File: config.mk
export PLATFORM = sky130hd
export DESIGN_NAME = pscfg_port
export DESIGN_NICKNAME = d
export VERILOG_FILES = /design/src/logic/pscfg_pkg.sv /design/src/logic/pscfg_port.sv /design/src/logic/pscfg_sync.sv
export SDC_FILE = /design/constraint.sdc
export NUM_CORES = 1
export LEC_CHECK = 0
export BUFFER_PORTS_ARGS = -buffer_cell sky130_fd_sc_hd__buf_4
export CORE_ASPECT_RATIO = 1.5
export CORE_MARGIN = 10
export CORE_UTILIZATION = 30
export DETAILED_ROUTE_END_ITERATION = 10
export REMOVE_ABC_BUFFERS = 1
export SLEW_MARGIN = 20
export SYNTH_ARGS = -nofsm -noshare
export SYNTH_HDL_FRONTEND = slang
export SYNTH_SLANG_ARGS = --single-unit
File: constraint.sdc
create_clock -name ref_clk_i -period 5.1 [get_ports ref_clk_i]
set_input_delay 0.255 -clock ref_clk_i [delete_from_list [all_inputs] [get_ports ref_clk_i]]
set_output_delay 0.255 -clock ref_clk_i [all_outputs]
set_load 0.05 [all_outputs]
File: src/logic/pscfg_pkg.sv
// Package for the passive-serial configuration port.
// Holds timing figures and their cycle counts at the 10 MHz reference clock.
package pscfg_pkg;

  // ---------------------------------------------------------------------------
  // Clock and time figures
  // ---------------------------------------------------------------------------
  localparam int unsigned REF_CLK_HZ = 10_000_000;
  localparam int unsigned REF_PERIOD_NS = 1_000_000_000 / REF_CLK_HZ;
  localparam int unsigned CF2ST0_MAX_NS = 500;
  localparam int unsigned CF2CD_MAX_NS = 500;
  localparam int unsigned STATUS_LOW_MIN_US = 45;
  localparam int unsigned STATUS_LOW_MAX_US = 230;
  localparam int unsigned CD2UM_MIN_US = 300;
  localparam int unsigned CD2UM_MAX_US = 650;
  localparam int unsigned POR_DELAY_US = 100;
  localparam int unsigned CD2CU_PERIODS = 4;

  // Least times round up, longest times round down.
  localparam int unsigned STATUS_LOW_CYC =
    (STATUS_LOW_MIN_US * 1000 + REF_PERIOD_NS - 1) / REF_PERIOD_NS;
  localparam int unsigned CD2UM_CYC =
    (CD2UM_MIN_US * 1000 + REF_PERIOD_NS - 1) / REF_PERIOD_NS;
  localparam int unsigned POR_CYC = (POR_DELAY_US * 1000) / REF_PERIOD_NS;
  localparam int unsigned CF2ST0_CYC = CF2ST0_MAX_NS / REF_PERIOD_NS;
  localparam int unsigned INIT_USER_CYCLES = 16;
  localparam int unsigned CD2CU_REF_CYC = CD2CU_PERIODS;
  localparam int unsigned CNT_W = 16;

  // ---------------------------------------------------------------------------
  // Sequencer states
  // ---------------------------------------------------------------------------
  typedef enum logic [2:0] {
    PSCFG_POR,
    PSCFG_RESET,
    PSCFG_LOAD,
    PSCFG_WAIT_EDGES,
    PSCFG_INIT,
    PSCFG_USER,
    PSCFG_ERROR
  } pscfg_state_t;

endpackage : pscfg_pkg

File: src/logic/pscfg_port.sv
// Passive-serial configuration port: request/status handshake, serial load,
// start-up timing and chain enable.
// Assumes pins other than crc_error_i and use_user_clock_i are asynchronous to ref_clk_i, which runs at 10 MHz.
// Function
// - User mode: lines high; low request reconfigures.
// - Status held low during power-on delay.
// - Done low until configuration completes.
// - Request low pulls done low quickly.
// - Request low drives status low quickly.
// - Status low between 45 and 230 us.
// - Status released within 230 us.
// - Oscillator start-up: user mode 300-650 us.
// - User clock used four periods after done.
// - User clock path adds initialization cycles.
// - Chain enable out feeds next enable in.
// - Chained devices initialise together on shared done.
// - Detected error pulls shared status low.
// - Data sampled on serial clock rising edge.
// - Init-complete line released on user mode.
`timescale 1ns/10ps
`default_nettype none
module pscfg_port
  import pscfg_pkg::*;
#(
  parameter int unsigned STREAM_BITS = 64,
  parameter int unsigned POR_CYCLES = POR_CYC,
  parameter int unsigned STATUS_CYCLES = STATUS_LOW_CYC,
  parameter int unsigned STARTUP_CYCLES = CD2UM_CYC,
  parameter int unsigned INIT_CYCLES = INIT_USER_CYCLES
) (
  input wire logic ref_clk_i,
  input wire logic srst_i,
  input wire logic reconfig_req_n_i,
  input wire logic status_n_i,
  output logic status_n_o,
  output logic status_n_oe_o,
  input wire logic cfg_done_i,
  output logic cfg_done_o,
  output logic cfg_done_oe_o,
  input wire logic cfg_serial_clock_i,
  input wire logic cfg_data_i,
  input wire logic chain_en_n_i,
  output logic chain_en_n_o,
  input wire logic user_startup_clock_i,
  input wire logic use_user_clock_i,
  input wire logic crc_error_i,
  output logic init_done_o,
  output logic init_done_oe_o,
  output logic user_mode_o,
  output logic [7:0] cfg_byte_o,
  output logic cfg_byte_valid_o
);

  // ---------------------------------------------------------------------------
  // Pin synchronisers
  // ---------------------------------------------------------------------------
  logic req_lvl;
  logic req_fall;
  logic sts_lvl;
  logic done_lvl;
  logic cfg_serial_clock_rise;
  logic cfg_serial_clock_fall;
  logic data_lvl;
  logic ce_lvl;
  logic uclk_rise;

  pscfg_sync #(.RST_VAL(1'b1)) u_req (.ref_clk_i(ref_clk_i), .srst_i(srst_i),
    .pin_i(reconfig_req_n_i), .level_o(req_lvl), .rise_o(), .fall_o(req_fall));
  pscfg_sync #(.RST_VAL(1'b0)) u_sts (.ref_clk_i(ref_clk_i), .srst_i(srst_i),
    .pin_i(status_n_i), .level_o(sts_lvl), .rise_o(), .fall_o());
  pscfg_sync #(.RST_VAL(1'b0)) u_done (.ref_clk_i(ref_clk_i), .srst_i(srst_i),
    .pin_i(cfg_done_i), .level_o(done_lvl), .rise_o(), .fall_o());
  pscfg_sync #(.RST_VAL(1'b0)) u_cfg_serial_clock (.ref_clk_i(ref_clk_i), .srst_i(srst_i),
    .pin_i(cfg_serial_clock_i), .level_o(), .rise_o(cfg_serial_clock_rise), .fall_o(cfg_serial_clock_fall));
  pscfg_sync #(.RST_VAL(1'b0)) u_data (.ref_clk_i(ref_clk_i), .srst_i(srst_i),
    .pin_i(cfg_data_i), .level_o(data_lvl), .rise_o(), .fall_o());
  pscfg_sync #(.RST_VAL(1'b1)) u_ce (.ref_clk_i(ref_clk_i), .srst_i(srst_i),
    .pin_i(chain_en_n_i), .level_o(ce_lvl), .rise_o(), .fall_o());
  pscfg_sync #(.RST_VAL(1'b0)) u_uclk (.ref_clk_i(ref_clk_i), .srst_i(srst_i),
    .pin_i(user_startup_clock_i), .level_o(), .rise_o(uclk_rise), .fall_o());

  // ---------------------------------------------------------------------------
  // State and counters
  // ---------------------------------------------------------------------------
  pscfg_state_t state_q;
  pscfg_state_t state_d;
  logic [CNT_W-1:0] cnt_q;
  logic [CNT_W-1:0] cnt_d;
  logic [31:0] bits_q;
  logic [2:0] bitpos_q;
  logic [7:0] shift_q;
  logic [1:0] falls_q;
  logic use_uclk_q;
  logic sts_drive_q;
  logic done_drive_q;
  logic init_drive_q;
  logic user_q;
  logic ceo_n_q;
  logic [7:0] byte_q;
  logic byte_vld_q;

  // Loading proceeds only while status is released and the chain enables us.
  // A synchronised edge costs a few reference cycles of latency, so the
  // serial clock must stay far below the reference rate in this model.
  logic load_ok;
  logic take_bit;
  logic load_end;
  logic cnt_zero;

  assign load_ok = sts_lvl && !ce_lvl;
  assign take_bit = (state_q == PSCFG_LOAD) && load_ok && cfg_serial_clock_rise;
  assign load_end = take_bit && (bits_q == STREAM_BITS - 1);
  assign cnt_zero = (cnt_q == '0);

  // ---------------------------------------------------------------------------
  // Sequencer next state
  // ---------------------------------------------------------------------------
  always_comb begin
    state_d = state_q;
    cnt_d = cnt_zero ? cnt_q : cnt_q - 1'b1;
    unique case (state_q)
      PSCFG_POR: begin
        if (cnt_zero) begin
          state_d = PSCFG_RESET;
          cnt_d = CNT_W'(STATUS_CYCLES);
        end
      end
      PSCFG_RESET: begin
        // Status stays low at least the minimum, longer while request is low.
        if (cnt_zero && req_lvl) begin
          state_d = PSCFG_LOAD;
        end
      end
      PSCFG_LOAD: begin
        // An error halts loading at once; waiting for the synchronised status
        // level would leave the shared line released for several cycles.
        if (crc_error_i && !ce_lvl) begin
          state_d = PSCFG_ERROR;
        end else if (load_end) begin
          state_d = PSCFG_WAIT_EDGES;
        end
      end
      PSCFG_WAIT_EDGES: begin
        // Shared done must read high before counting start-up edges.
        if (done_lvl && cfg_serial_clock_fall && falls_q == 2'd1) begin
          state_d = PSCFG_INIT;
          cnt_d = use_uclk_q ? CNT_W'(CD2CU_REF_CYC + INIT_CYCLES)
                             : CNT_W'(STARTUP_CYCLES);
        end
      end
      PSCFG_INIT: begin
        // With the user clock, the wait counts its edges after the enable delay.
        if (use_uclk_q && cnt_q <= CNT_W'(INIT_CYCLES) && !uclk_rise) begin
          cnt_d = cnt_q;
        end
        if (cnt_zero) begin
          state_d = PSCFG_USER;
        end
      end
      PSCFG_USER: begin
      end
      PSCFG_ERROR: begin
      end
    endcase
    // A low request overrides every state except PSCFG_POR and restarts the cycle.
    if (!req_lvl && state_q != PSCFG_POR) begin
      state_d = PSCFG_RESET;
      cnt_d = CNT_W'(STATUS_CYCLES);
    end
  end

  // ---------------------------------------------------------------------------
  // State, counters and serial shifter
  // ---------------------------------------------------------------------------
  always_ff @(posedge ref_clk_i) begin
    if (srst_i) begin
      state_q <= PSCFG_POR;
      cnt_q <= CNT_W'(POR_CYCLES);
      bits_q <= '0;
      bitpos_q <= '0;
      shift_q <= '0;
      falls_q <= '0;
      use_uclk_q <= 1'b0;
    end else begin
      state_q <= state_d;
      cnt_q <= cnt_d;
      if (state_q == PSCFG_RESET) begin
        bits_q <= '0;
        bitpos_q <= '0;
        falls_q <= '0;
        use_uclk_q <= use_user_clock_i;
      end else if (take_bit) begin
        // First bit of each byte lands in bit 0.
        shift_q <= {data_lvl, shift_q[7:1]};
        bitpos_q <= bitpos_q + 3'd1;
        bits_q <= bits_q + 32'd1;
      end
      if (state_q == PSCFG_WAIT_EDGES && done_lvl && cfg_serial_clock_fall) begin
        falls_q <= falls_q + 2'd1;
      end
    end
  end

  // ---------------------------------------------------------------------------
  // Pin drivers, all registered
  // ---------------------------------------------------------------------------
  always_ff @(posedge ref_clk_i) begin
    if (srst_i) begin
      sts_drive_q <= 1'b1;
      done_drive_q <= 1'b1;
      init_drive_q <= 1'b1;
      user_q <= 1'b0;
      ceo_n_q <= 1'b1;
      byte_q <= '0;
      byte_vld_q <= 1'b0;
    end else begin
      // Request fall reaches the drivers within the 500 ns limit.
      sts_drive_q <= (state_d == PSCFG_POR) || (state_d == PSCFG_RESET)
                     || (state_d == PSCFG_ERROR);
      done_drive_q <= !((state_d == PSCFG_WAIT_EDGES) || (state_d == PSCFG_INIT)
                        || (state_d == PSCFG_USER));
      init_drive_q <= (state_d != PSCFG_USER);
      user_q <= (state_d == PSCFG_USER);
      ceo_n_q <= !((state_d == PSCFG_WAIT_EDGES) || (state_d == PSCFG_INIT)
                   || (state_d == PSCFG_USER));
      byte_vld_q <= take_bit && (bitpos_q == 3'd7);
      if (take_bit && bitpos_q == 3'd7) begin
        byte_q <= {data_lvl, shift_q[7:1]};
      end
    end
  end

  assign status_n_o = 1'b0;
  assign status_n_oe_o = sts_drive_q;
  assign cfg_done_o = 1'b0;
  assign cfg_done_oe_o = done_drive_q;
  assign init_done_o = 1'b0;
  assign init_done_oe_o = init_drive_q;
  assign user_mode_o = user_q;
  assign chain_en_n_o = ceo_n_q;
  assign cfg_byte_o = byte_q;
  assign cfg_byte_valid_o = byte_vld_q;

endmodule : pscfg_port
`default_nettype wire

File: src/logic/pscfg_sync.sv
// Three-stage synchroniser with agreement filter for one pin input.
// Assumes the pin is asynchronous to ref_clk_i.
`timescale 1ns/10ps
`default_nettype none
module pscfg_sync #(
  parameter logic RST_VAL = 1'b0
) (
  input wire logic ref_clk_i,
  input wire logic srst_i,
  input wire logic pin_i,
  output logic level_o,
  output logic rise_o,
  output logic fall_o
);

  logic s1_q;
  logic s2_q;
  logic s3_q;
  logic lvl_q;
  logic agree;

  // ---------------------------------------------------------------------------
  // Capture chain; only the second and third stages are compared.
  // ---------------------------------------------------------------------------
  assign agree = (s2_q == s3_q);

  // A level change counts only once two settled stages agree.
  always_ff @(posedge ref_clk_i) begin
    if (srst_i) begin
      s1_q <= RST_VAL;
      s2_q <= RST_VAL;
      s3_q <= RST_VAL;
      lvl_q <= RST_VAL;
    end else begin
      s1_q <= pin_i;
      s2_q <= s1_q;
      s3_q <= s2_q;
      if (agree) begin
        lvl_q <= s3_q;
      end
    end
  end

  assign level_o = lvl_q;
  assign rise_o = agree && s3_q && !lvl_q;
  assign fall_o = agree && !s3_q && lvl_q;

endmodule : pscfg_sync
`default_nettype wire

Yosys cells after proc, flatten, opt, wreduce, memory -nomap -nowiden

Index checks and enable logic that the tools add are counted.

Output and inout bits: 17
Register bits: 106
Bits of input ports: 11

Equal/unequal tests: 22
$add $sub $neg: 4
Reductions and logical operators: 39
Bitwise gates (word level): 1
Mux-type cells: 17
Magnitude comparators: 1

Operators by type and width:

| cell                    | number |
|---|---|
| $mux W16                | 4 |
| $pmux W16 S3            | 1 |
| $add A32 B1 Y32 const B | 1 |
| $eq A32 B6 Y1 const B   | 1 |
| $mux W3                 | 7 |
| $logic_and A1 B1 Y1     | 20 |
| $le A16 B5 Y1 const B   | 1 |
| $logic_not A16 Y1       | 1 |
| $sub A16 B1 Y16 const B | 1 |
| $eq A3 B3 Y1 const B    | 5 |
| $pmux W3 S5             | 1 |
| $mux W12                | 1 |
| $mux W10                | 1 |
| $eq A3 B2 Y1 const B    | 3 |
| $eq A1 B1 Y1            | 7 |
| $logic_not A1 Y1        | 7 |
| $eq A3 B1 Y1 const B    | 2 |
| $logic_not A3 Y1        | 2 |
| $ne A3 B3 Y1 const B    | 2 |
| $logic_or A1 B1 Y1      | 4 |
| $mux W2                 | 2 |
| $reduce_or A2 Y1        | 2 |
| $add A3 B1 Y3 const B   | 1 |
| $reduce_bool A3 Y1      | 1 |
| 6 further kinds         | 6 |

Longest topological paths before layout

Gate-level depths: netlist (run 1).

Depth after elaboration: 13
Mapped depth: 9

Hierarchy

From an unflattened synthesis (run 1), not the netlist that was laid out.

Cell total of the unflattened synthesis: 555
Area, all modules: 4810.9 um^2

Modules (own cells, without submodules):

| module                              | sequential area each (um^2) | instances | cells each | area an instance (um^2) |
|---|---|---|---|---|
| pscfg_port                          | 1541.5                      | 1         | 448        | 3712.3 |
| pscfg_sync (u_cfg_serial_clock ...) | 80.1                        | 5         | 15         | 155.1 |
| pscfg_sync (u_ce ...)               | 80.1                        | 2         | 16         | 161.4 |

Least setup slack after synthesis (run 1)

OpenSTA, ideal clock, no wires.

Path kind: register to register
From: register cnt_q[11]
To: register sts_drive_q (netlist: status_n_oe_o)
Clock period less this slack: 2.184 ns
Required time: 4.980 ns
Slack: 2.916 ns
Arrival: 2.064 ns
Path buffers: 2
Cell stages (with the launch flop): 8
Cells stage by stage: dfxtp_1 or4_1 clkbuf_1 nor4_2 buf_2 a31oi_1 o21a_1 a211o_1

Word-level cells in the longest chain between the ends: 8
Elaborated cells between the ends (all ways): 12

Ends and longest elaborated chain:

| what                                             | line              | text |
|---|---|---|
| start: declaration                               | pscfg_port.sv:87  | `logic [CNT_W-1:0] cnt_q;` |
| start signal: assignment                         | pscfg_port.sv:178 | `cnt_q <= CNT_W'(POR_CYCLES);` |
| start signal: assignment                         | pscfg_port.sv:186 | `cnt_q <= cnt_d;` |
| $logic_not A16 Y1 (*)                            | pscfg_port.sv:113 | `assign cnt_zero = (cnt_q == '0);` |
| $logic_and A1 B1 Y1                              | pscfg_port.sv:130 | `if (cnt_zero && req_lvl) begin` |
| $mux W3                                          | pscfg_port.sv:130 |  |
| $pmux W3 S5 (*)                                  | pscfg_port.sv:121 | `unique case (state_q)` |
| $mux W3 (*)                                      | pscfg_port.sv:166 | `if (!req_lvl && state_q != PSCFG_POR) begin` |
| $eq A3 B1 Y1 or $logic_not A3 Y1 (tied branches) | pscfg_port.sv:218 | `sts_drive_q <= (state_d == PSCFG_POR) \|\| (state_d == PSCFG_RESET)` |
| $logic_or A1 B1 Y1                               | pscfg_port.sv:218 |  |
| $logic_or A1 B1 Y1 (*)                           | pscfg_port.sv:219 | `\|\| (state_d == PSCFG_ERROR);` |
| end signal: assignment                           | pscfg_port.sv:218 |  |
| end: declaration                                 | pscfg_port.sv:94  | `logic sts_drive_q;` |

Every way passes the cells marked *; elsewhere a longest branch is shown, timed or not.
A chain may end at the register's enable or synchronous reset.

Worst setup path in the final report (run 1)

From: register cnt_q[0]
To: register cnt_q[0]

Word-level cells in the longest chain between the ends: 4
Elaborated cells between the ends (all ways): 11

Ends and longest elaborated chain:

| what                                            | line                                 | text |
|---|---|---|
| $sub A16 B1 Y16, or another cell as far along   | pscfg_port.sv:120                    | `cnt_d = cnt_zero ? cnt_q : cnt_q - 1'b1;` |
| $mux W16 or $logic_and A1 B1 Y1 (tied branches) | pscfg_port.sv:120, pscfg_port.sv:153 |  |
| $mux W16, or another cell as far along          | pscfg_port.sv:153                    | `if (use_uclk_q && cnt_q <= CNT_W'(INIT_CYCLES) && !uclk_rise) begin` |
| $pmux W16 S3 or $ne A2 B2 Y1 (tied branches)    | -                                    |  |

Parallel ways exist; a longest one is shown, timed or not. The select of a mux whose other input is x is not followed.

==> results of run 1 <==
-- sequential cells by signal, summed over array words and instances, names as in the netlist, 2 cells and up --
signal / count
bitpos_q: 3
bits_q: 32
cfg_byte_o: 8
cnt_q: 16
falls_q: 2
shift_q: 7
state_q: 3
-- power breakdown --
group	total [mW]	internal (mW)	switching, mW
clock	0.647	0.344	0.303
sequential	0.844	0.833	0.0114
combinational	0.0688	0.0268	0.0419
total	1.56	1.20	0.357
-- cell usage in the layout, fill, tap and decap left out, types with 8 or more instances in the layout --
| cell type | synthesis | routed |
|---|---|---|
| o21ai_1 | 14 | 14 |
| or2_2 | 8 | 8 |
| nand2_1 | 54 | 53 |
| nand3_1 | 25 | 25 |
| nor4_1 | 20 | 20 |
| or4_1 | 13 | 13 |
| xnor2_1 | 13 | 13 |
| inv_1 | 19 | 19 |
| nor2b_1 | 16 | 16 |
| o21ai_0 | 9 | 9 |
| or3_1 | 15 | 15 |
| clkbuf_16 | 0 | 9 |
| a21oi_1 | 50 | 50 |
| ha_1 | 10 | 10 |
| nand4_1 | 10 | 10 |
| buf_4 | 4 | 24 |
| dfxtp_1 | 105 | 105 |
| nor3_1 | 18 | 18 |
| o31ai_1 | 8 | 8 |
| nor2_1 | 41 | 41 |
-- worst reg2reg max path, cell delays in order (launching register included) --
cell and delay (ns):
dfxtp_1 0.33, inv_1 0.13, ha_1 0.20, or4b_1 0.48, nor4_2 0.78, inv_2 0.15
ha_1 0.24, o31a_1 0.24, o221ai_1 0.17, a21oi_1 0.08
-- final timing paths --
| kind | startpoint | to | slack, ns | cells past startpoint |
|---|---|---|---|---|
| worst max-delay path | cnt_q[0] | cnt_q[0] | 2.16 | 9 |
| worst min-delay path | reconfig_req_n_i | u_req.s1_q | 0.11 | 2 |
| worst max register to register | cnt_q[0] | cnt_q[0] | 2.16 | 9 |
| worst min register to register | u_ce.s1_q | u_ce.s2_q | 0.41 | 1 |
-- area by class of cell --
| cell class | count | area share |
|---|---|---|
| multi-input combinational | 396 | 0.449 |
| sequential | 105 | 0.403 |
| tap | 199 | 0.0477 |
| clock buffer | 11 | 0.0465 |
| timing repair buffer | 24 | 0.0345 |
| inverter | 20 | 0.0144 |
| clock inverter | 4 | 0.00527 |
-- cell families (layout without fill, tap and decap cells) --
logic type      Yosys count  count (layout)  synth area share
simple gates            244             244             0.280
compound gates          117             117             0.154
flops                   105             105             0.454
buf+inv                  46              59            0.0411
xor+xnor                 18              18            0.0341
fa+ha+maj                10              10            0.0270
mux                       4               4           0.00892
other cells               1               3          0.000810
-- metal layers --
layer / global-route usage / vias to the layer above / share of wire
met5: 0 / - / 0
met2: 0.169 / 70 / 0.48
met1: 0.115 / 1838 / 0.45
li1: - / 1976 / -
met3: 0.0268 / 24 / 0.037
met4: 0.0577 / 0 / 0.034
==> out/metrics.cfg, run 1 <==
[global_routing]
grtUsageTotal = 0.102
grt_pass1_wl_um = 17600
grt_overflow = 0
grt_pass1_vias = 3754
antenna_found_initial = 0
grt_max_degree = 51

[route]
firstDrtPassIters = 4
routed-via-count = 3908
drtIter0Drc = 257
viasPerCell = 5.15
routed_wl_um = 10500
post_drt_wl_per_cell_um = 13.8
ant_nets = 0
post-route-drc-count = 0

[logic_synthesis]
synth_enable_flop_cells = 0
synth.most_common_cell = dfxtp_1
synth_area_leaders = dfxtp_1, a21oi_1, nand2_1
synth_top_area_frac = 0.454
synth-warning-count = 0
avgSynthCellArea_um2 = 8.49
yosys-top-cells-count = dfxtp_1, nand2_1, a21oi_1, nor2_1, nand3_1
synth_largest_area_cell = dfxtp_1
ys_seq_area_frac = 0.454
synth_area_um2 = 4630
ys.flop_type = dfxtp_1
yosys_register_bits = 105
synthArstFlopShare = 0
syn_inst = 545
ys_types = 58

[finish]
syn_to_final_growth_pct = 12.8
n_fill_cell = 1602
fin_util = 0.345
num_antenna_cells = 0
final_cells = 759
final_area_um2 = 5220
drive_gt1_frac = 0.0929
fin_nets = 577
ff_latch_area_um2 = 2100
multiInputGateArea_um2 = 2340

[floorplan]
io_pins = 28
core-area_um2 = 15100
initial_utilization = 0.306
dieWidth_um = 121
die-area_um2 = 20900
die_h_um = 172
num_rows = 55

[pwr]
total_power_mw = 1.56
power.density_nw_per_um2 = 299
ir_drop_uv = 150
p_leak_nw = 1.75

[job]
drv_cap = 0

[clock_tree]
cts.htree.levels = 3
cts_setup_buffers = 0
cts_inserted_buffers = 9
ctsHoldBuffers = 0
clk_pin_slew_ns = 0.07
cts_tree = done
cts.repair.resized = 0
root_buffer = clkbuf_16
cts_buffer_depth = 2
cts.sinks = 105
clk_latency_ns = 0.35

[sta]
clock_skew_ns = 0.0132
fin_ws_ns = 2.16
drv_slew = 0
timing.setup.tns_ns = 0
max_freq_mhz = 340
finalCritPeriodShare = 0.577
rsz0062_at_grt = no
period_minus_slack_ns = 2.94
worstMarginPinSlew_ns = 1.02
worst_hold_slack_ns = 0.106
slew_headroom = 0.314
setup_viol = 0
finalHoldViolations = 0

[worst_setup_path]
path_buf_inv = 2
max_stage_delay_ns = 0.78
cp_max_fo = 11
cp-start-kind = flip-flop
worstSetupPathType = flip-flop to flip-flop
required_ns = 5.31
path_cells = inv_1, ha_1, or4b_1, nor4_2, inv_2, ha_1, o31a_1, o221ai_1, a21oi_1
critPathSlowestCell = nor4_2
crit_family = simple AND/OR/NAND/NOR gates
cpMostUsedCell = ha_1
crit_path_end_kind = flip-flop
cp_data_arrival_time_ns = 3.15

[place]
dp_cells = 744
dp_hpwl_um = 7460
placement.io_buffers = 24
routabilityCongestion = 0.874
placed_area_um2 = 4950
dpl_worst_slack_ns = 2.19

[worst_hold_path]
min_path_type = input pin to flip-flop

[status]
status = completed

No activity file was read; power rests on OpenSTA's default activity.
==> inputs of run 2 (changes only) <==
- ABC_AREA: default -> 1
- clock period: 5.1 -> 2.4 ns (I/O delays scaled with it)
==> out/metrics.cfg, run 2 <==
[pwr]
ir_drop_uv = 351  ; was 150 µV
p_clk_frac = 0.435  ; was 0.415
p_leak_nw = 2.39  ; was 1.75 nW
p_sw_frac = 0.262  ; was 0.229
power.density_nw_per_um2 = 576  ; was 299 nW/µm²
power.internal_mw = 2.60  ; was 1.20 mW
seqPwrFrac = 0.512  ; was 0.541
power.share.combinational = 0.053  ; was 0.044
p_sw_uw = 924  ; was 357 µW

[sta]
fin_ws_ns = 0.611  ; was 2.16 ns
max_freq_mhz = 559  ; was 340 MHz
period_minus_slack_ns = 1.79  ; was 2.94 ns
finalCritPeriodShare = 0.745  ; was 0.577
worstMarginPinSlew_ns = 0.504  ; was 1.02 ns
rsz0062_at_grt = no  ; unchanged
drv_slew = 0  ; unchanged
slew_headroom = 0.661  ; was 0.314
timing.setup.tns_ns = 0  ; unchanged
finalHoldViolations = 0  ; unchanged
setup_viol = 0  ; unchanged
clock_skew_ns = 0.0155  ; was 0.0132 ns

[finish]
largest_register_ffs = 32  ; unchanged
drive_gt1_frac = 0.139  ; was 0.0929
final_common_cell = nand2_1  ; was dfxtp_1
final_cell_mix = nand2_1, nor2_1, dfxtp_1, inv_1, a21oi_1  ; was dfxtp_1, nand2_1, a21oi_1, nor2_1, nand3_1
num_antenna_cells = 0  ; unchanged
regMostFlops = bits_q  ; unchanged
fin_nets = 819  ; was 577
syn_to_final_growth_pct = 14.7  ; was 12.8%

[route]
routed_wl_um = 12800  ; was 10500 µm
firstDrtPassIters = 4  ; unchanged
viasPerCell = 4.65  ; was 5.15
drtIter0Drc = 198  ; was 257
post_drt_wl_per_cell_um = 12.6  ; was 13.8 µm
post-route-drc-count = 0  ; unchanged
routed-via-count = 4728  ; was 3908
ant_nets = 0  ; unchanged

[worst_setup_path]
cp_data_arrival_time_ns = 2.07  ; was 3.15 ns
cpMostUsedCell = nand2_1  ; was ha_1
max_stage_delay_ns = 0.44  ; was 0.78 ns
critPathSlowestCell = dfxtp_1  ; was nor4_2
crit_path_end_kind = flip-flop  ; unchanged
cp-start-kind = flip-flop  ; unchanged
worstSetupPathType = flip-flop to flip-flop  ; unchanged
path_cells = nand2_1, nor2_1, nand2_1, nor3_1, nand3_1, nand2_1, nand2_1, a21oi_1  ; was inv_1, ha_1, or4b_1, nor4_2, inv_2, ha_1, o31a_1, o221ai_1, a21oi_1
required_ns = 2.68  ; was 5.31 ns
cp_max_fo = 4  ; was 11
crit_family = simple AND/OR/NAND/NOR gates  ; unchanged
path_buf_inv = 0  ; was 2

[logic_synthesis]
synth_top_family_by_area = simple AND/OR/NAND/NOR gates  ; unchanged
ys_seq_area_frac = 0.394  ; was 0.454
yosys-top-cells-count = nand2_1, nor2_1, dfxtp_1, inv_1, a21oi_1  ; was dfxtp_1, nand2_1, a21oi_1, nor2_1, nand3_1
synth_area_leaders = dfxtp_1, nand2_1, nor2_1  ; was dfxtp_1, a21oi_1, nand2_1
synth-warning-count = 0  ; unchanged
synth_xor_area_frac = 0.0377  ; was 0.0341
synth-compound-area-share = 0.0865  ; was 0.154
avgSynthCellArea_um2 = 6.94  ; was 8.49 µm²
ys_types = 41  ; was 58
synth_largest_area_cell = dfxtp_1  ; unchanged
synthSimpleGateAreaFrac = 0.380  ; was 0.280
ys.flop_type = dfxtp_1  ; unchanged
synth_area_um2 = 5340  ; was 4630 µm²
synthMuxAreaShare = 0  ; was 0.00892
synth_top_area_frac = 0.394  ; was 0.454
synth_enable_flop_cells = 0  ; unchanged
synthAdderAreaFrac = 0.0234  ; was 0.0270
synth.most_common_cell = nand2_1  ; was dfxtp_1
yosys_register_bits = 105  ; unchanged
synthArstFlopShare = 0  ; unchanged
syn_inst = 769  ; was 545

[clock_tree]
cts_buffer_depth = 2  ; unchanged
root_buffer = clkbuf_16  ; unchanged
cts_tree = done  ; unchanged
cts.sinks = 105  ; unchanged
cts_inserted_buffers = 9  ; unchanged
clk_latency_ns = 0.36  ; was 0.35 ns
cts_setup_buffers = 0  ; unchanged
clk_pin_slew_ns = 0.09  ; was 0.07 ns
cts.htree.levels = 3  ; unchanged

[global_routing]
grt_pass1_wl_um = 21900  ; was 17600 µm
antenna_found_initial = 0  ; unchanged
grt_overflow = 0  ; unchanged
grt_max_degree = 38  ; was 51
grt_pass1_vias = 4692  ; was 3754
grtUsageTotal = 0.113  ; was 0.102

[place]
dpl_worst_slack_ns = 0.658  ; was 2.19 ns
dp_hpwl_um = 9560  ; was 7460 µm
placement.io_buffers = 24  ; unchanged
routabilityCongestion = 0.887  ; was 0.874

[floorplan]
io_pins = 28  ; unchanged
num_rows = 59  ; was 55
core-area_um2 = 17400  ; was 15100 µm²
die-area_um2 = 23600  ; was 20900 µm²
initial_utilization = 0.306  ; about the same
dieWidth_um = 129  ; was 121 µm
die_h_um = 183  ; was 172 µm

[status]
status = completed  ; unchanged

[worst_hold_path]
min_path_type = input pin to flip-flop  ; unchanged

[job]
drv_cap = 0  ; unchanged

## run 2: cell count changes after synthesis, moves of 16 or more
cell	before	now
nor4_1	20	0
nand2_1	54	198
nor2b_1	16	0
nor2_1	41	115
inv_1	19	67
## run 2: routing by layer
layer,GRT usage,up-vias,routed length [µm]
li1,-,2484,-
met1,0.118,2138,5170
met2,0.212,75,6780
met3,0.0196,31,398
met4,0.0543,0,467
met5,0,-,0
## run 2: worst min-delay path, stage by stage
cell and delay (ns):
buf_4 0.08, o21ai_0 0.07, a21oi_1 0.13
## run 2: final cells by class
type | instances | area [µm²]
tap | 213 | 267
multi-input combinational | 561 | 2830
timing repair buffer | 36 | 288
clock buffer | 9 | 225
inverter | 85 | 319
fill | 1893 | 11300
sequential | 105 | 2100
clock inverter | 7 | 91.3
## run 2: kinds of logic (layout without fill, tap and decap cells)
group,count (synthesis),in the layout
flops,105,105
compound gates,88,88
buf+inv,105,137
other cells,1,3
simple gates,437,437
fa+ha+maj,10,10
xor+xnor,23,23
## run 2: what timing repair did
item,CTS,global route
resized for setup,0,0
hold buffers,7,0
endpoints found under the hold margin,7,0
endpoints found under the setup margin,0,0
## run 2: power by group through the flow
stage               logic, mW  clock network (mW)  registers, mW
global placement        0.176                   0           1.85
floorplan               0.122                   0           1.84
finish                  0.186                1.53           1.81
global route            0.210                1.63           1.81
CTS                     0.187                1.59           1.80
detailed placement      0.177                   0           1.84
## run 2: metrics by stage
step | cells | instance area, µm² | power [mW] | hold slack, ns | utilization
finish | 1016 | 6120 | 3.52 | 0.0792 | 0.351
global route | 1016 | 6120 | 3.65 | 0.123 | 0.351
CTS | 1016 | 6120 | 3.58 | 0.0806 | 0.351
detailed placement | 993 | 5730 | 2.02 | 0.308 | 0.329
global placement | 993 | 5730 | 2.02 | 0.305 | 0.329
floorplan | 751 | 5250 | 1.96 | 0.189 | -
## run 2: worst paths after layout
check              startpoint          end  slack [ns]  depth (start not counted)
min reg2reg       u_data.s1_q  u_data.s2_q        0.40                          2
max                bits_q[23]   bits_q[27]        0.61                          8
min          use_user_clock_i   use_uclk_q        0.08                          3
max reg2reg        bits_q[23]   bits_q[27]        0.61                          8
==> inputs of run 3 (changes only) <==
- clock period: 2.4 -> 1.7 ns (I/O delays scaled with it)
==> out/metrics.cfg, run 3 (synthesis gave the netlist of run 2 again) <==
[finish]
n_fill_cell = 1861  ; was 1893
final_common_cell = nand2_1  ; unchanged
ff_latch_area_um2 = 2110  ; was 2100 µm²
largest_register_ffs = 32  ; unchanged
num_antenna_cells = 0  ; unchanged
final_cells = 1038  ; was 1016
drive_gt1_frac = 0.198  ; was 0.139
regMostFlops = bits_q  ; unchanged
syn_to_final_growth_pct = 20.3  ; was 14.7%
final_area_um2 = 6420  ; was 6120 µm²
final_cell_mix = nand2_1, nor2_1, dfxtp_1, inv_1  ; was nand2_1, nor2_1, dfxtp_1, inv_1, a21oi_1
fin_util = 0.369  ; was 0.351
multiInputGateArea_um2 = 2950  ; was 2830 µm²
fin_nets = 841  ; was 819

[place]
dp_hpwl_um = 9950  ; was 9560 µm
placement.io_buffers = 24  ; unchanged
routabilityCongestion = 0.898  ; was 0.887
placed_area_um2 = 5880  ; was 5730 µm²
dp_cells = 1012  ; was 993

[sta]
clock_skew_ns = 0.0108  ; was 0.0155 ns
finalHoldViolations = 0  ; unchanged
period_minus_slack_ns = 1.61  ; was 1.79 ns
finalCritPeriodShare = 0.947  ; was 0.745
setup_viol = 0  ; unchanged
max_freq_mhz = 621  ; was 559 MHz
drv_slew = 0  ; unchanged
rsz0062_at_grt = yes  ; was no

[worst_setup_path]
r2r_slack_ns = 0.09  ; was 0.61 ns
cp_data_arrival_time_ns = 1.85  ; was 2.07 ns
r2r_start = cnt_q[5]  ; was bits_q[23]
crit_path_end_kind = flip-flop  ; unchanged
r2r_end = cnt_q[0]  ; was bits_q[27]
crit_family = simple AND/OR/NAND/NOR gates  ; unchanged
worstRegToRegCells = 8  ; unchanged
path_buf_inv = 0  ; unchanged
required_ns = 1.94  ; was 2.68 ns
cp_max_fo = 10  ; was 4
cp-start-kind = flip-flop  ; unchanged
critPathSlowestCell = dfxtp_2  ; was dfxtp_1
path_cells = nor2_2, nand2_2, nor2_8, nand2_8, ha_1, nor2_1, a22oi_1, a21oi_1  ; was nand2_1, nor2_1, nand2_1, nor3_1, nand3_1, nand2_1, nand2_1, a21oi_1
max_stage_delay_ns = 0.36  ; was 0.44 ns
worstSetupPathType = flip-flop to flip-flop  ; unchanged

[clock_tree]
cts_tree = done  ; unchanged
cts.sinks = 105  ; unchanged
clk_pin_slew_ns = 0.08  ; was 0.09 ns
cts.htree.levels = 3  ; unchanged
cts_buffer_depth = 2  ; unchanged
root_buffer = clkbuf_16  ; unchanged
clk_latency_ns = 0.36  ; about the same
cts_inserted_buffers = 9  ; unchanged

[route]
drtIter0Drc = 175  ; was 198
post_drt_wl_per_cell_um = 12.5  ; was 12.6 µm
viasPerCell = 4.59  ; was 4.65
routed-via-count = 4768  ; was 4728
firstDrtPassIters = 4  ; unchanged
routed_wl_um = 12900  ; was 12800 µm
ant_nets = 0  ; unchanged
post-route-drc-count = 0  ; unchanged

[global_routing]
grt_pass1_wl_um = 21300  ; was 21900 µm
grt_overflow = 0  ; unchanged
grt_max_degree = 23  ; was 38
antenna_found_initial = 0  ; unchanged
grtUsageTotal = 0.109  ; was 0.113
grt_pass1_vias = 4673  ; was 4692

[status]
status = completed  ; unchanged

[floorplan]
core-area_um2 = 17400  ; unchanged
num_rows = 59  ; unchanged
die-area_um2 = 23600  ; unchanged
initial_utilization = 0.306  ; unchanged
die_h_um = 183  ; unchanged
dieWidth_um = 129  ; unchanged
io_pins = 28  ; unchanged

[worst_hold_path]
whs_path_depth = 3  ; unchanged
min_to = use_uclk_q  ; unchanged
min_path_type = input pin to flip-flop  ; unchanged
hold_start = use_user_clock_i  ; unchanged

[pwr]
ir_drop_uv = 413  ; was 351 µV
p_leak_nw = 2.55  ; was 2.39 nW
power.density_nw_per_um2 = 786  ; was 576 nW/µm²
total_power_mw = 5.05  ; was 3.52 mW

[job]
drv_cap = 0  ; unchanged

run 3: changes by cell type in the layout (fill, tap and decap cells not counted), moves of 4 or more:
cell / change
dfxtp_1: -8
dfxtp_2: +8
buf_4: +21
nand2_1: -4
nor2_1: -5
run 3: report_power, final:
group | internal (mW) | switching (mW) | total [mW]
registers | 2.51 | 0.0403 | 2.55
logic | 0.140 | 0.197 | 0.337
clock network | 1.06 | 1.10 | 2.17
total | 3.71 | 1.34 | 5.05
run 3: worst max-delay path by stage:
stage | from | end | slack [ns] | cells past startpoint
2_1_floorplan | u_cfg_serial_clock.s3_q | bits_q[5] | -0.17 | 10
3_3_place_gp | cnt_q[0] | cnt_q[0] | 0.07 | 9
3_5_place_dp | u_cfg_serial_clock.s3_q | cfg_byte_o[1] | 0.03 | 10
4_1_cts | cnt_q[0] | cnt_q[0] | 0.02 | 9
5_1_grt | bits_q[5] | bits_q[31] | -0.01 | 9
6_report | cnt_q[5] | cnt_q[0] | 0.09 | 8
run 3: metal layers:
layer / up-vias / routed length (µm) / track usage / part of all wire
met3: 28 / 347 / 0.0165 / 0.027
met2: 68 / 6820 / 0.205 / 0.53
li1: 2525 / - / - / -
met5: - / 0 / 0 / 0
met4: 0 / 440 / 0.0616 / 0.034
met1: 2147 / 5340 / 0.112 / 0.41
run 3: cell type report:
cell class	count	share of cell area
multi-input combinational	561	0.459
sequential	105	0.329
timing repair buffer	58	0.0711
inverter	85	0.0501
tap	213	0.0415
clock buffer	9	0.0351
clock inverter	7	0.0146
run 3: repair_timing:
item / CTS / global route
hold buffers: 7 / 0
hold endpoints to repair: 7 / 0
resized for setup: 0 / 41
buffers inserted: 0 / 3
endpoints found under the setup margin: 0 / 30
run 3: stage by stage:
| stage | setup slack, ns | TNS (ns) | hold WS [ns] |
|---|---|---|---|
| 2_1_floorplan | -0.169 | -0.452 | 0.154 |
| 3_3_place_gp | 0.0697 | 0 | 0.270 |
| 3_5_place_dp | 0.0273 | 0 | 0.273 |
| 4_1_cts | 0.0164 | 0 | 0.0242 |
| 5_1_grt | -0.0109 | -0.0109 | 0.0573 |
| 6_report | 0.0902 | 0 | 0.0253 |
run 3: tightest hold or removal path: cells and delay by family:
family,cells,cell delay (ns)
buffers and inverters,1,0.09
AO/OA/AOI/OAI,2,0.17
